File: config.mk
export PLATFORM = sky130hd
export DESIGN_NAME = rtcp_periodic_top
export DESIGN_NICKNAME = d
export VERILOG_FILES = /design/src/common/rtcp_pkg.sv /design/src/rtl/rtcp_sync.sv /design/src/rtl/rtcp_prescaler.sv /design/src/rtl/rtcp_periodic_top.sv
export SDC_FILE = /design/constraint.sdc
export NUM_CORES = 1
export LEC_CHECK = 0
export BUFFER_PORTS_ARGS = -buffer_cell sky130_fd_sc_hd__buf_2
export CORE_MARGIN = 2
export CORE_UTILIZATION = 38
export CTS_BUF_LIST = sky130_fd_sc_hd__clkbuf_16
export DETAILED_ROUTE_END_ITERATION = 10
export PLACE_DENSITY = 0.62
export SLEW_MARGIN = 20
export SYNTH_ARGS = -nofsm -noshare
export SYNTH_HDL_FRONTEND = slang
export SYNTH_SLANG_ARGS = --single-unit
export TNS_END_PERCENT = 20
File: constraint.sdc
create_clock -name core_clk -period 1.76 [get_ports core_clk]
set_input_delay 0.176 -clock core_clk [delete_from_list [all_inputs] [get_ports core_clk]]
set_output_delay 0.176 -clock core_clk [all_outputs]
set_load 0.02 [all_outputs]
File: src/common/rtcp_pkg.sv
package rtcp_pkg;

    // Register port geometry and register indices.
    localparam int          ADDR_W    = 4;
    localparam int          DATA_W    = 8;
    localparam logic [3:0]  SEC_IDX   = 4'h0;
    localparam logic [3:0]  CTRL1_IDX = 4'hE;
    localparam logic [3:0]  CTRL2_IDX = 4'hF;

    // Control register 1 field positions.
    localparam int C1_WEEK_EN = 7;
    localparam int C1_DAY_EN  = 6;
    localparam int C1_CLKDIS_B = 4;
    localparam int C1_SEL_LSB = 0;
    localparam int SEL_W      = 3;

    // Control register 2 field positions.
    localparam int C2_PON     = 4;
    localparam int C2_CLKDIS_A = 3;
    localparam int C2_PER_FLAG = 2;
    localparam int C2_WEEK_FLAG = 1;
    localparam int C2_DAY_FLAG = 0;

    // Reset values.
    localparam logic [7:0] CTRL_RESET = 8'h00;
    localparam logic       PON_RESET  = 1'b1;

    // Period select codes.
    typedef enum logic [2:0] {
        SEL_OFF     = 3'h0,
        SEL_LOW     = 3'h1,
        SEL_PULSE2  = 3'h2,
        SEL_PULSE1  = 3'h3,
        SEL_SECOND  = 3'h4,
        SEL_MINUTE  = 3'h5,
        SEL_HOUR    = 3'h6,
        SEL_MONTH   = 3'h7
    } rtcp_sel_t;

    // Oscillator divider.
    localparam longint      OSC_HZ      = 32768;
    localparam int          PRESC_W     = 16;
    localparam logic [15:0] TICKS_LAST  = 16'h7FFF;
    localparam logic [15:0] TICKS_HALF  = 16'h4000;
    localparam int          HZ2_BIT     = 13;

    // Second increment lag behind the pulse falling edge.
    localparam longint      INC_DELAY_US = 92;
    localparam logic [15:0] INC_DELAY_TICKS =
        16'((INC_DELAY_US * OSC_HZ) / 64'h0F4240);

    // Oscillation adjustment: maximum shift and period.
    localparam longint      ADJ_MAX_NS    = 3784000;
    localparam logic signed [7:0] ADJ_MAX_TICKS =
        8'((ADJ_MAX_NS * OSC_HZ) / 64'h3B9ACA00);
    localparam logic [4:0]  ADJ_PERIOD_S  = 5'h14;

endpackage

File: src/rtl/rtcp_sync.sv
`timescale 1ns/100ps
module rtcp_sync #(
    parameter int W = 1
) (
    // Clock and reset.
    input  wire logic         core_clk,
    input  wire logic         rst_n,
    // Asynchronous levels in, synchronised levels out.
    input  wire logic [W-1:0] async_in,
    output logic      [W-1:0] sync_out
);
    logic [W-1:0] stage1;

    // The first stage feeds only the second.
    always_ff @(posedge core_clk or negedge rst_n) begin
        if (!rst_n) begin
            stage1   <= '0;
            sync_out <= '0;
        end else begin
            stage1   <= async_in;
            sync_out <= stage1;
        end
    end
endmodule

File: src/rtl/rtcp_prescaler.sv
`timescale 1ns/100ps
module rtcp_prescaler (
    // Clock and reset.
    input  wire logic                          core_clk,
    input  wire logic                          rst_n,
    // Oscillator tick and restart.
    input  wire logic                          tick,
    input  wire logic                          restart,
    // Oscillation adjustment.
    input  wire logic                          adj_en,
    input  wire logic signed [7:0]             adj_offset,
    // Divider state.
    output logic        [rtcp_pkg::PRESC_W-1:0] count,
    output logic        [rtcp_pkg::PRESC_W-1:0] half_point,
    output logic                               wrap
);
    import rtcp_pkg::*;

    function automatic logic signed [7:0] clamp(
        input logic signed [7:0] a
    );
        if (a > ADJ_MAX_TICKS) begin
            clamp = ADJ_MAX_TICKS;
        end else if (a < -ADJ_MAX_TICKS) begin
            clamp = -ADJ_MAX_TICKS;
        end else begin
            clamp = a;
        end
    endfunction

    logic [4:0] sec_mod;
    wire        adj_now  = adj_en && (sec_mod == '0);
    wire  [15:0] adj_ext = adj_now ? 16'(signed'(clamp(adj_offset)))
                                   : '0;
    wire  [15:0] terminal = TICKS_LAST + adj_ext;
    wire        at_end   = tick && (count == terminal);

    assign half_point = TICKS_HALF + adj_ext;
    assign wrap       = at_end;

    // A restart clears every stage below the second.
    always_ff @(posedge core_clk or negedge rst_n) begin
        if (!rst_n) begin
            count   <= '0;
            sec_mod <= '0;
        end else if (restart) begin
            count   <= '0;
            sec_mod <= '0;
        end else if (at_end) begin
            count   <= '0;
            sec_mod <= (sec_mod == ADJ_PERIOD_S - 5'h01) ? '0
                                                         : sec_mod + 5'h01;
        end else if (tick) begin
            count <= count + 16'h0001;
        end
    end
endmodule

File: src/rtl/rtcp_periodic_top.sv
// How it works
// - Select 000 output high, 001 fixed low.
// - Pulse codes give 2 Hz, 1 Hz square.
// - Level mode holds low until flag cleared.
// - Level codes fire each second, minute, hour, month.
// - Second increments 92 us after pulse falling.
// - Seconds write restarts divider, pulse output low.
// - Level falling edge matches second increment.
// - Adjustment shifts period every 20 seconds, bounded.
// - Clock out needs control pin and one enable.
// - Clock gating follows control pin without glitches.
// - Shared interrupt pin low while either source asserted.
// - Flag write one ignored, zero clears.
`timescale 1ns/100ps
module rtcp_periodic_top (
    // Clock and reset.
    input  wire logic                        core_clk,
    input  wire logic                        nrst,
    // Register port.
    input  wire logic [rtcp_pkg::ADDR_W-1:0] reg_addr,
    input  wire logic [rtcp_pkg::DATA_W-1:0] reg_wdata,
    input  wire logic                        reg_wr,
    input  wire logic                        reg_rd,
    output logic      [rtcp_pkg::DATA_W-1:0] reg_rdata,
    // Oscillator and clock output pins.
    input  wire logic                        osc_32k_pin,
    input  wire logic                        clkout_control_pin,
    output logic                             slow_clock_output,
    // Calendar boundaries that the next second reaches.
    input  wire logic                        cal_minute_start,
    input  wire logic                        cal_hour_start,
    input  wire logic                        cal_month_start,
    output logic                             sec_inc,
    // Alarm matches and oscillation adjustment.
    input  wire logic                        week_alarm_match,
    input  wire logic                        day_alarm_match,
    input  wire logic                        adj_enable,
    input  wire logic signed [7:0]           adj_offset,
    // Open-drain interrupt pins.
    input  wire logic                        irq_out_a_n_i,
    output logic                             irq_out_a_n_o,
    output logic                             irq_out_a_n_oe,
    input  wire logic                        irq_out_b_n_i,
    output logic                             irq_out_b_n_o,
    output logic                             irq_out_b_n_oe
);
    import rtcp_pkg::*;

    function automatic logic is_level(input logic [2:0] s);
        is_level = s[2];
    endfunction

    function automatic logic is_pulse(input logic [2:0] s);
        is_pulse = (s == SEL_PULSE2) || (s == SEL_PULSE1);
    endfunction

    // Reset release.
    logic rst_q1;
    logic rst_n;
    always_ff @(posedge core_clk or negedge nrst) begin
        if (!nrst) begin
            rst_q1 <= 1'b0;
            rst_n  <= 1'b0;
        end else begin
            rst_q1 <= 1'b1;
            rst_n  <= rst_q1;
        end
    end

    // Pin synchronisation.
    logic [1:0] pins_s;
    rtcp_sync #(.W(2)) u_sync (
        .core_clk (core_clk),
        .rst_n    (rst_n),
        .async_in ({clkout_control_pin, osc_32k_pin}),
        .sync_out (pins_s)
    );
    wire osc_s  = pins_s[0];
    wire clkout_control_pin_s = pins_s[1];

    logic osc_d;
    always_ff @(posedge core_clk or negedge rst_n) begin
        if (!rst_n) begin
            osc_d <= 1'b0;
        end else begin
            osc_d <= osc_s;
        end
    end
    wire osc_tick = osc_s && !osc_d;

    // Control state.
    logic       week_alarm_enable;
    logic       day_alarm_enable;
    logic       clkout_disable_a;
    logic       clkout_disable_b;
    logic [2:0] period_select;
    logic       pon;
    logic       periodic_flag;
    logic       week_alarm_flag;
    logic       day_alarm_flag;

    wire period_select_bit2 = period_select[2];
    wire period_select_bit1 = period_select[1];
    wire period_select_bit0 = period_select[0];

    wire wr_sec   = reg_wr && (reg_addr == SEC_IDX);
    wire wr_c1    = reg_wr && (reg_addr == CTRL1_IDX);
    wire wr_c2    = reg_wr && (reg_addr == CTRL2_IDX);
    wire clr_per  = wr_c2 && !reg_wdata[C2_PER_FLAG];
    wire clr_week = wr_c2 && !reg_wdata[C2_WEEK_FLAG];
    wire clr_day  = wr_c2 && !reg_wdata[C2_DAY_FLAG];
    wire clr_pon  = wr_c2 && !reg_wdata[C2_PON];

    // Divider.
    logic [15:0] presc_count;
    logic [15:0] half_point;
    logic        presc_wrap;
    rtcp_prescaler u_presc (
        .core_clk   (core_clk),
        .rst_n      (rst_n),
        .tick       (osc_tick),
        .restart    (wr_sec),
        .adj_en     (adj_enable),
        .adj_offset (adj_offset),
        .count      (presc_count),
        .half_point (half_point),
        .wrap       (presc_wrap)
    );

    // Second increment timing.
    wire inc_pulse = osc_tick &&
                     (presc_count == INC_DELAY_TICKS - 16'h0001);
    wire next_sec_inc = is_pulse(period_select) ? inc_pulse
                                                : presc_wrap;

    // Level mode period events.
    wire lvl_hit =
        (period_select == SEL_SECOND) ||
        (period_select == SEL_MINUTE && cal_minute_start) ||
        (period_select == SEL_HOUR   && cal_hour_start)   ||
        (period_select == SEL_MONTH  && cal_month_start);
    wire per_set  = presc_wrap && lvl_hit;
    wire week_set = week_alarm_match && week_alarm_enable;
    wire day_set  = day_alarm_match && day_alarm_enable;

    // Control registers; a set beats a clear in the same cycle.
    always_ff @(posedge core_clk or negedge rst_n) begin
        if (!rst_n) begin
            {week_alarm_enable, day_alarm_enable} <= 2'h0;
            {clkout_disable_a, clkout_disable_b}  <= 2'h0;
            period_select   <= SEL_OFF;
            pon             <= PON_RESET;
            periodic_flag   <= 1'b0;
            week_alarm_flag <= 1'b0;
            day_alarm_flag  <= 1'b0;
        end else if (pon) begin
            {week_alarm_enable, day_alarm_enable} <= 2'h0;
            {clkout_disable_a, clkout_disable_b}  <= 2'h0;
            period_select   <= SEL_OFF;
            pon             <= !clr_pon;
            periodic_flag   <= 1'b0;
            week_alarm_flag <= 1'b0;
            day_alarm_flag  <= 1'b0;
        end else begin
            if (wr_c1) begin
                week_alarm_enable <= reg_wdata[C1_WEEK_EN];
                day_alarm_enable  <= reg_wdata[C1_DAY_EN];
                clkout_disable_b  <= reg_wdata[C1_CLKDIS_B];
                period_select     <= reg_wdata[C1_SEL_LSB +: SEL_W];
            end
            if (wr_c2) begin
                clkout_disable_a <= reg_wdata[C2_CLKDIS_A];
            end
            periodic_flag   <= per_set  || (periodic_flag && !clr_per);
            week_alarm_flag <= week_set || (week_alarm_flag && !clr_week);
            day_alarm_flag  <= day_set  || (day_alarm_flag && !clr_day);
        end
    end

    // Periodic output level.
    wire pulse_low2 = !presc_count[HZ2_BIT];
    wire pulse_low1 = presc_count < half_point;
    logic periodic_low;
    logic next_periodic_low;
    always_comb begin
        case (period_select)
            SEL_OFF:    next_periodic_low = 1'b0;
            SEL_LOW:    next_periodic_low = 1'b1;
            SEL_PULSE2: next_periodic_low = pulse_low2;
            SEL_PULSE1: next_periodic_low = pulse_low1;
            default:    next_periodic_low = 1'b0;
        endcase
    end

    always_ff @(posedge core_clk or negedge rst_n) begin
        if (!rst_n) begin
            periodic_low <= 1'b0;
            sec_inc      <= 1'b0;
        end else begin
            periodic_low <= next_periodic_low;
            sec_inc      <= next_sec_inc;
        end
    end

    // Shared pin combines periodic and day alarm sources.
    wire per_drive = is_level(period_select) ? periodic_flag
                                             : periodic_low;
    assign irq_out_a_n_o  = 1'b0;
    assign irq_out_a_n_oe = per_drive || day_alarm_flag;
    assign irq_out_b_n_o  = 1'b0;
    assign irq_out_b_n_oe = week_alarm_flag;

    // Clock output gate changes only while the clock is low.
    wire  gate_want = clkout_control_pin_s &&
                      !(clkout_disable_a && clkout_disable_b);
    logic clk_gate;
    always_ff @(posedge core_clk or negedge rst_n) begin
        if (!rst_n) begin
            clk_gate          <= 1'b0;
            slow_clock_output <= 1'b0;
        end else begin
            if (!osc_s) begin
                clk_gate <= gate_want;
            end
            slow_clock_output <= osc_s && clk_gate;
        end
    end

    // Register read port.
    wire [7:0] ctrl1_rd = {week_alarm_enable, day_alarm_enable, 1'b0,
                           clkout_disable_b, 1'b0, period_select_bit2,
                           period_select_bit1, period_select_bit0};
    wire [7:0] ctrl2_rd = {3'h0, pon, clkout_disable_a, periodic_flag,
                           week_alarm_flag, day_alarm_flag};
    wire [7:0] rd_mux = (reg_addr == CTRL1_IDX) ? ctrl1_rd :
                        (reg_addr == CTRL2_IDX) ? ctrl2_rd : CTRL_RESET;
    always_ff @(posedge core_clk or negedge rst_n) begin
        if (!rst_n) begin
            reg_rdata <= '0;
        end else begin
            reg_rdata <= reg_rd ? rd_mux : '0;
        end
    end
endmodule

# Word-level counts from Yosys, hierarchy flattened
# Index checks and enable logic that the tools add are counted.
dict set report op_classes {
  add_sub_neg 4
  order_cmp 3
  eq_ne 12
  n_mux 29
  n_reduce_logical 48
}
# op n
set op_table {}
lappend op_table {{2-to-1 mux 16 bit} 4}
lappend op_table {{adder 15 x 16 -> 16 bit (first input constant)} 2}
lappend op_table {{2-to-1 mux 8 bit} 4}
lappend op_table {{logical AND 1 bit} 23}
lappend op_table {{2-to-1 mux 5 bit} 4}
lappend op_table {{adder 16 x 1 -> 16 bit (second input constant)} 1}
lappend op_table {{equality test 16 bit} 1}
lappend op_table {{equality test 16 x 2 -> 1 bit (second input constant)} 1}
lappend op_table {{< comparator 16 bit} 1}
lappend op_table {{2-to-1 mux 1 bit} 14}
lappend op_table {{equality test 3 bit (second input constant)} 4}
lappend op_table {{logical NOT 1 bit} 11}
lappend op_table {{equality test 4 bit (second input constant)} 2}
lappend op_table {{greater-than comparator 8 bit (second input constant)} 1}
lappend op_table {{logical OR 1 bit} 8}
lappend op_table {{< comparator 8 bit (second input constant)} 1}
lappend op_table {{equality test 3 x 2 -> 1 bit (second input constant)} 2}
lappend op_table {{2-to-1 mux 3 bit} 2}
lappend op_table {{nonzero test 2 bit} 3}
lappend op_table {{adder 5 x 1 -> 5 bit (second input constant)} 1}
lappend op_table {{equality test 5 bit (second input constant)} 1}
lappend op_table {{logical NOT 5 bit} 1}
lappend op_table {{logical NOT 4 bit} 1}
lappend op_table {{equality test 3 x 1 -> 1 bit (second input constant)} 1}
lappend op_table {{2 further kinds} 2}
dict set report word_totals {
  register_bits 51
  inputBits 34
  output_inout_bits 14
  word_cells 117
}

# Longest topological paths before layout
dict set report depth {
  word_depth 10
  ltp_mapped 18
  depth_no_buf 16
}

# Cells and area by module
# A second synthesis with hierarchy kept.
dict set report unflattened {
  hier_cells 376
  hier_area_um2 3375.7
}
# module n_inst cells_each area_per_inst_um2
set modules_own_cells {}
lappend modules_own_cells {rtcp_prescaler 1 221 1815.5}
lappend modules_own_cells {rtcp_periodic_top 1 151 1460.2}
lappend modules_own_cells {rtcp_sync 1 4 100.1}

# Worst setup path before layout
# Ideal clock, no wire load.
dict set report synth_path {
  path_kind {input port to flip-flop}
  startpoint {input port adj_offset[6]}
  endpoint {register u_presc.count[15] (netlist name)}
  arrival_ns 3.789
  setup_slack_ns -2.147
  cell_stages 18
  path_buffers 2
  cell_sequence {or4_4 -> o21ai_0 -> ha_1 -> or2_1 -> or3_4 -> nor2_1 -> nor2_1 -> ha_1 -> xnor2_1 -> nand2_1 -> nor4_1 -> o21a_1 -> nand4b_1 -> nor4_4 -> nand2b_1 -> buf_6 -> buf_12 -> nor2_1}
}
dict set report synth_between {
  elab_chain_len 9
  elab_cells_between_ends 11
  classes_between {1 x add/sub; 2 x order compare; 1 x eq/ne; 5 x mux; 2 x reduce/logical}
}
# item line_no
set synth_lines {}
lappend synth_lines {{start: declaration} rtcp_periodic_top.sv:38} ;# input wire logic signed [7:0] adj_offset,
lappend synth_lines {{< comparator 8 bit} rtcp_prescaler.sv:24} ;# end else if (a < -ADJ_MAX_TICKS) begin
lappend synth_lines {{2-to-1 mux 8 bit} rtcp_prescaler.sv:24}
lappend synth_lines {{2-to-1 mux 8 bit (*)} rtcp_prescaler.sv:22} ;# if (a > ADJ_MAX_TICKS) begin
lappend synth_lines {{2-to-1 mux 16 bit (*)} rtcp_prescaler.sv:33} ;# wire [15:0] adj_ext = adj_now ? 16'(signed'(clamp(adj_offset)))
lappend synth_lines {{adder 15 x 16 -> 16 bit (*)} rtcp_prescaler.sv:35} ;# wire [15:0] terminal = TICKS_LAST + adj_ext;
lappend synth_lines {{equality test 16 bit (*)} rtcp_prescaler.sv:36} ;# wire at_end = tick && (count == terminal);
lappend synth_lines {{logical AND 1 bit (*)} rtcp_prescaler.sv:36}
lappend synth_lines {{2-to-1 mux 16 bit} rtcp_prescaler.sv:49} ;# end else if (at_end) begin
lappend synth_lines {{2-to-1 mux 16 bit} rtcp_prescaler.sv:46} ;# end else if (restart) begin
lappend synth_lines {{end signal: assignment} rtcp_prescaler.sv:54} ;# count <= count + 16'h0001;
lappend synth_lines {{end: declaration} rtcp_prescaler.sv:13} ;# output logic [rtcp_pkg::PRESC_W-1:0] count,
# Every way passes the cells marked *; elsewhere a longest branch is shown, timed or not.
# A chain may end at the register's enable or synchronous reset.

# Final worst setup path
dict set report layout_path {
  startpoint {input port adj_offset[6]}
  endpoint {register u_presc.sec_mod[1]}
}
dict set report layout_between {
  elab_chain_len 8
  elab_cells_between_ends 9
  classes_between {1 x add/sub; 2 x order compare; 1 x eq/ne; 3 x mux; 2 x reduce/logical}
}
# item line_no
set layout_lines {}
lappend layout_lines {{< comparator 8 bit} rtcp_prescaler.sv:24}
lappend layout_lines {{2-to-1 mux 8 bit} rtcp_prescaler.sv:24}
lappend layout_lines {{2-to-1 mux 8 bit (*)} rtcp_prescaler.sv:22}
lappend layout_lines {{2-to-1 mux 16 bit (*)} rtcp_prescaler.sv:33}
lappend layout_lines {{adder 15 x 16 -> 16 bit (*)} rtcp_prescaler.sv:35}
lappend layout_lines {{equality test 16 bit (*)} rtcp_prescaler.sv:36}
lappend layout_lines {{logical AND 1 bit (*)} rtcp_prescaler.sv:36}
lappend layout_lines {{nonzero test 2 bit (no source line) (*)} -}
lappend layout_lines {{end signal: assignment} rtcp_prescaler.sv:51} ;# sec_mod <= (sec_mod == ADJ_PERIOD_S - 5'h01) ? '0
lappend layout_lines {{end: declaration} rtcp_prescaler.sv:31} ;# logic [4:0] sec_mod;
# Marks and branches as above.

==> metrics.cfg <==
[cells_and_area]
multi_input_area_um2 = 2001
n_antenna_cell = 0
syn2layout_area_growth_pct = 33.54
drive_gt1_frac = 0.3341
ff_latch_area_um2 = 1254
final_util = 0.5157
final_nets = 510
fill_cells = 779

[global_route]
grt_max_degree = 30
antenna_found_initial = 0
grt_pass1_wl_mm = 14.10
grt_pass1_vias = 3020
gr-total-overflow = 0
grt_util_all_layers = 0.1798

[cts]
cts_buffer_depth = 2
cts_buffers = 5
clk_pin_slew_ns = 0.07
cts-htree-levels = 2
cts_root_buffer = clkbuf_16
cts_num_sinks = 50
cts_tree = yes
clk_latency_ns = 0.29

[drt]
drt-pass1-iter-count = 4
maxUsedRoutingLayer = met4
route.met3.wl_um = 340
detail-route-antenna-nets = 0
routed-wl-met2_mm = 4.116
dr.first_iter.drc_count = 158
viasPerCell = 5.222
wl_mm = 8.214
num_vias = 2940
wl_per_cell_um = 14.59
drc_errors = 0
met1_length_mm = 3.636

[power]
power.density_nw_per_um2 = 826.4
total_leakage_power_nw = 2.094
finalPower_mw = 3.644
peakVddDrop_mv = 0.6393

[logic_synthesis]
synth_area_per_cell_um2 = 9.599
yosys_warnings = 0
ys.flop_type = dfrtp_1
synthArstFlopShare = 1.000
synth-seq-cells = 50
syn-cell-area_um2 = 3302
netlist_instances = 344
synth-seq-area-share = 0.3793
synth_edf_count = 0
ys_types = 67

[setup_path]
critPathArrivalTime_ns = 3.61
ff2ff_setup_slack_ns = -1.37
critPathRequiredTime_ns = 1.94
path_max_fanout = 3
endpoint_kind = flip-flop
critPathKind = input port to flip-flop
cp-start-kind = input port

[sta]
hold_viol = 0
fmax_ghz = 0.2922
fin_crit_ns = 3.423
setup_viol = 24
rsz0062_at_grt = true
final.setup.worst_slack_ns = -1.663
fin_crit_sh = 1.945
finClkSkew_ns = 0.006108
final_max_slew_viol_count = 0

[status]
violations = negative setup slack
status = finished with violations

[min_path]
worst_hold_path_type = input port to flip-flop

[floorplan]
die_area_um2 = 9451
die_h_um = 97.22
rows = 34
io_pins = 48
core-area_um2 = 8551
die_w_um = 97.22
start_util = 0.3862

[placed_design]
place.gp.congestion = 0.8351
place_hpwl_mm = 6.356
numPortBuffers = 41

[run]
cap_violations = 0

[timing repair]
action,4_1_cts,5_1_grt
endpoints found under the hold margin,4,0
gates resized for setup,9,6
endpoints found under the setup margin,24,24
setup buffers,1,2
hold buffers,3,0
pin swaps,5,6
[cells in the mapped netlist (4+ instances only)]
cell type   n  area, um2
nand4_1     6      37.54
nand3_1    13      65.06
nand4b_1    5      43.79
and3_1      4      25.02
nor2b_1    10      62.56
nor4_1      4      25.02
nor3b_1     4      30.03
nor2_1     38      142.6
nand2b_1    6      37.54
a21oi_1    12      60.06
dfrtp_1    49       1226
ha_1       22      275.3
o21ai_0    10      50.05
xnor2_1     7      61.31
clkbuf_1    7      26.28
o21a_1      8      60.06
nor3_1      5      25.02
nand2_1    23      86.33
mux2i_1    19      190.2
xor2_1     15      131.4
inv_1      12      45.04
[metrics by stage]
| stage | worst slack [ns] | instances | hold WS, ns | area (um2) | setup TNS [ns] |
|---|---|---|---|---|---|
| after global placement | -1.994 | 549 | -0.03886 | 4104 | -46.01 |
| after global routing | -1.915 | 563 | 0.1317 | 4409 | -43.31 |
| after detailed placement | -2.053 | 549 | -0.03654 | 4104 | -47.01 |
| after floorplan | -1.996 | 346 | -0.1196 | 3332 | -44.27 |
| after CTS | -1.683 | 561 | 0.1111 | 4355 | -38.45 |
| final | -1.663 | 563 | 0.1170 | 4409 | -37.93 |
[metal layers]
| layer | GRT usage | up-vias |
|---|---|---|
| met5 | 0 | - |
| met4 | 0.04915 | 0 |
| met3 | 0.03381 | 11 |
| met2 | 0.3141 | 71 |
| met1 | 0.2285 | 1409 |
| li1 | - | 1449 |
[cell families (layout without fill, tap and decap cells)]
kind of cell | after synthesis | count (layout) | synth area share
other cells | 2 | 4 | 0.002274
mux | 19 | 19 | 0.05760
fa+ha+maj | 22 | 22 | 0.08336
buf+inv | 27 | 136 | 0.04395
compound gates | 55 | 55 | 0.1156
simple gates | 146 | 146 | 0.2546
xor+xnor | 23 | 23 | 0.06328
flops | 50 | 50 | 0.3793
[flip-flops by register name (all words and copies together) (netlist names), 2 cells and up]
signal	flops
u_presc.count	16
period_select	3
u_presc.sec_mod	5
u_sync.stage1	2
reg_rdata	7
u_sync.sync_out	2
[path summary, 6_finish.rpt]
check,start,endpoint,cells after the start
max,adj_offset[6],u_presc.sec_mod[1],18
max in group asynchronous,rst_n,period_select[2],1
min reg2reg,rst_n,reg_rdata[6],0
max reg2reg,u_presc.sec_mod[0],u_presc.count[1],14
min in group asynchronous,nrst,rst_q1,2
min,reg_wdata[4],pon,2
[placed cells by master, fill, tap and decap left out, types with 5 or more instances in the layout]
cell / n
buf_4: 71
dfrtp_1: 48
buf_2: 39
nor2_1: 37
nand2_1: 23
ha_1: 21
mux2i_1: 18
xor2_1: 15
inv_1: 12
nand3_1: 12
nor2b_1: 10
a21oi_1: 9
o21ai_0: 8
o21a_1: 8
nand4_1: 6
xnor2_1: 6
nand4b_1: 5
nand2b_1: 5
nor3_1: 5
clkbuf_16: 5
[critical path: stages]
cell,delay (ns)
buf_6,0.09
or4_4,0.55
o21ai_4,0.17
ha_4,0.22
or2_1,0.22
or3_4,0.34
nor2_2,0.08
nor2_1,0.04
ha_1,0.28
xnor2_1,0.16
nand2_1,0.10
nor4_4,0.23
o21a_1,0.16
nand4b_1,0.15
nor4_4,0.21
buf_4,0.16
mux2i_1,0.19
nor2_1,0.06
[area by class of cell]
| class | instances | area share |
|---|---|---|
| clock inverter | 3 | 0.01107 |
| sequential | 50 | 0.2843 |
| tap | 108 | 0.03065 |
| timing repair buffer | 116 | 0.1816 |
| multi-input combinational | 269 | 0.4537 |
| clock buffer | 5 | 0.02838 |
| inverter | 12 | 0.01022 |
[report_power, final]
| group | switching [mW] | internal, mW | total [mW] |
|---|---|---|---|
| registers | 0.121 | 1.27 | 1.39 |
| logic | 0.543 | 0.586 | 1.13 |
| clock network | 0.447 | 0.681 | 1.13 |
| total | 1.11 | 2.53 | 3.64 |
Note: power is estimated with default switching activity, not from simulation.
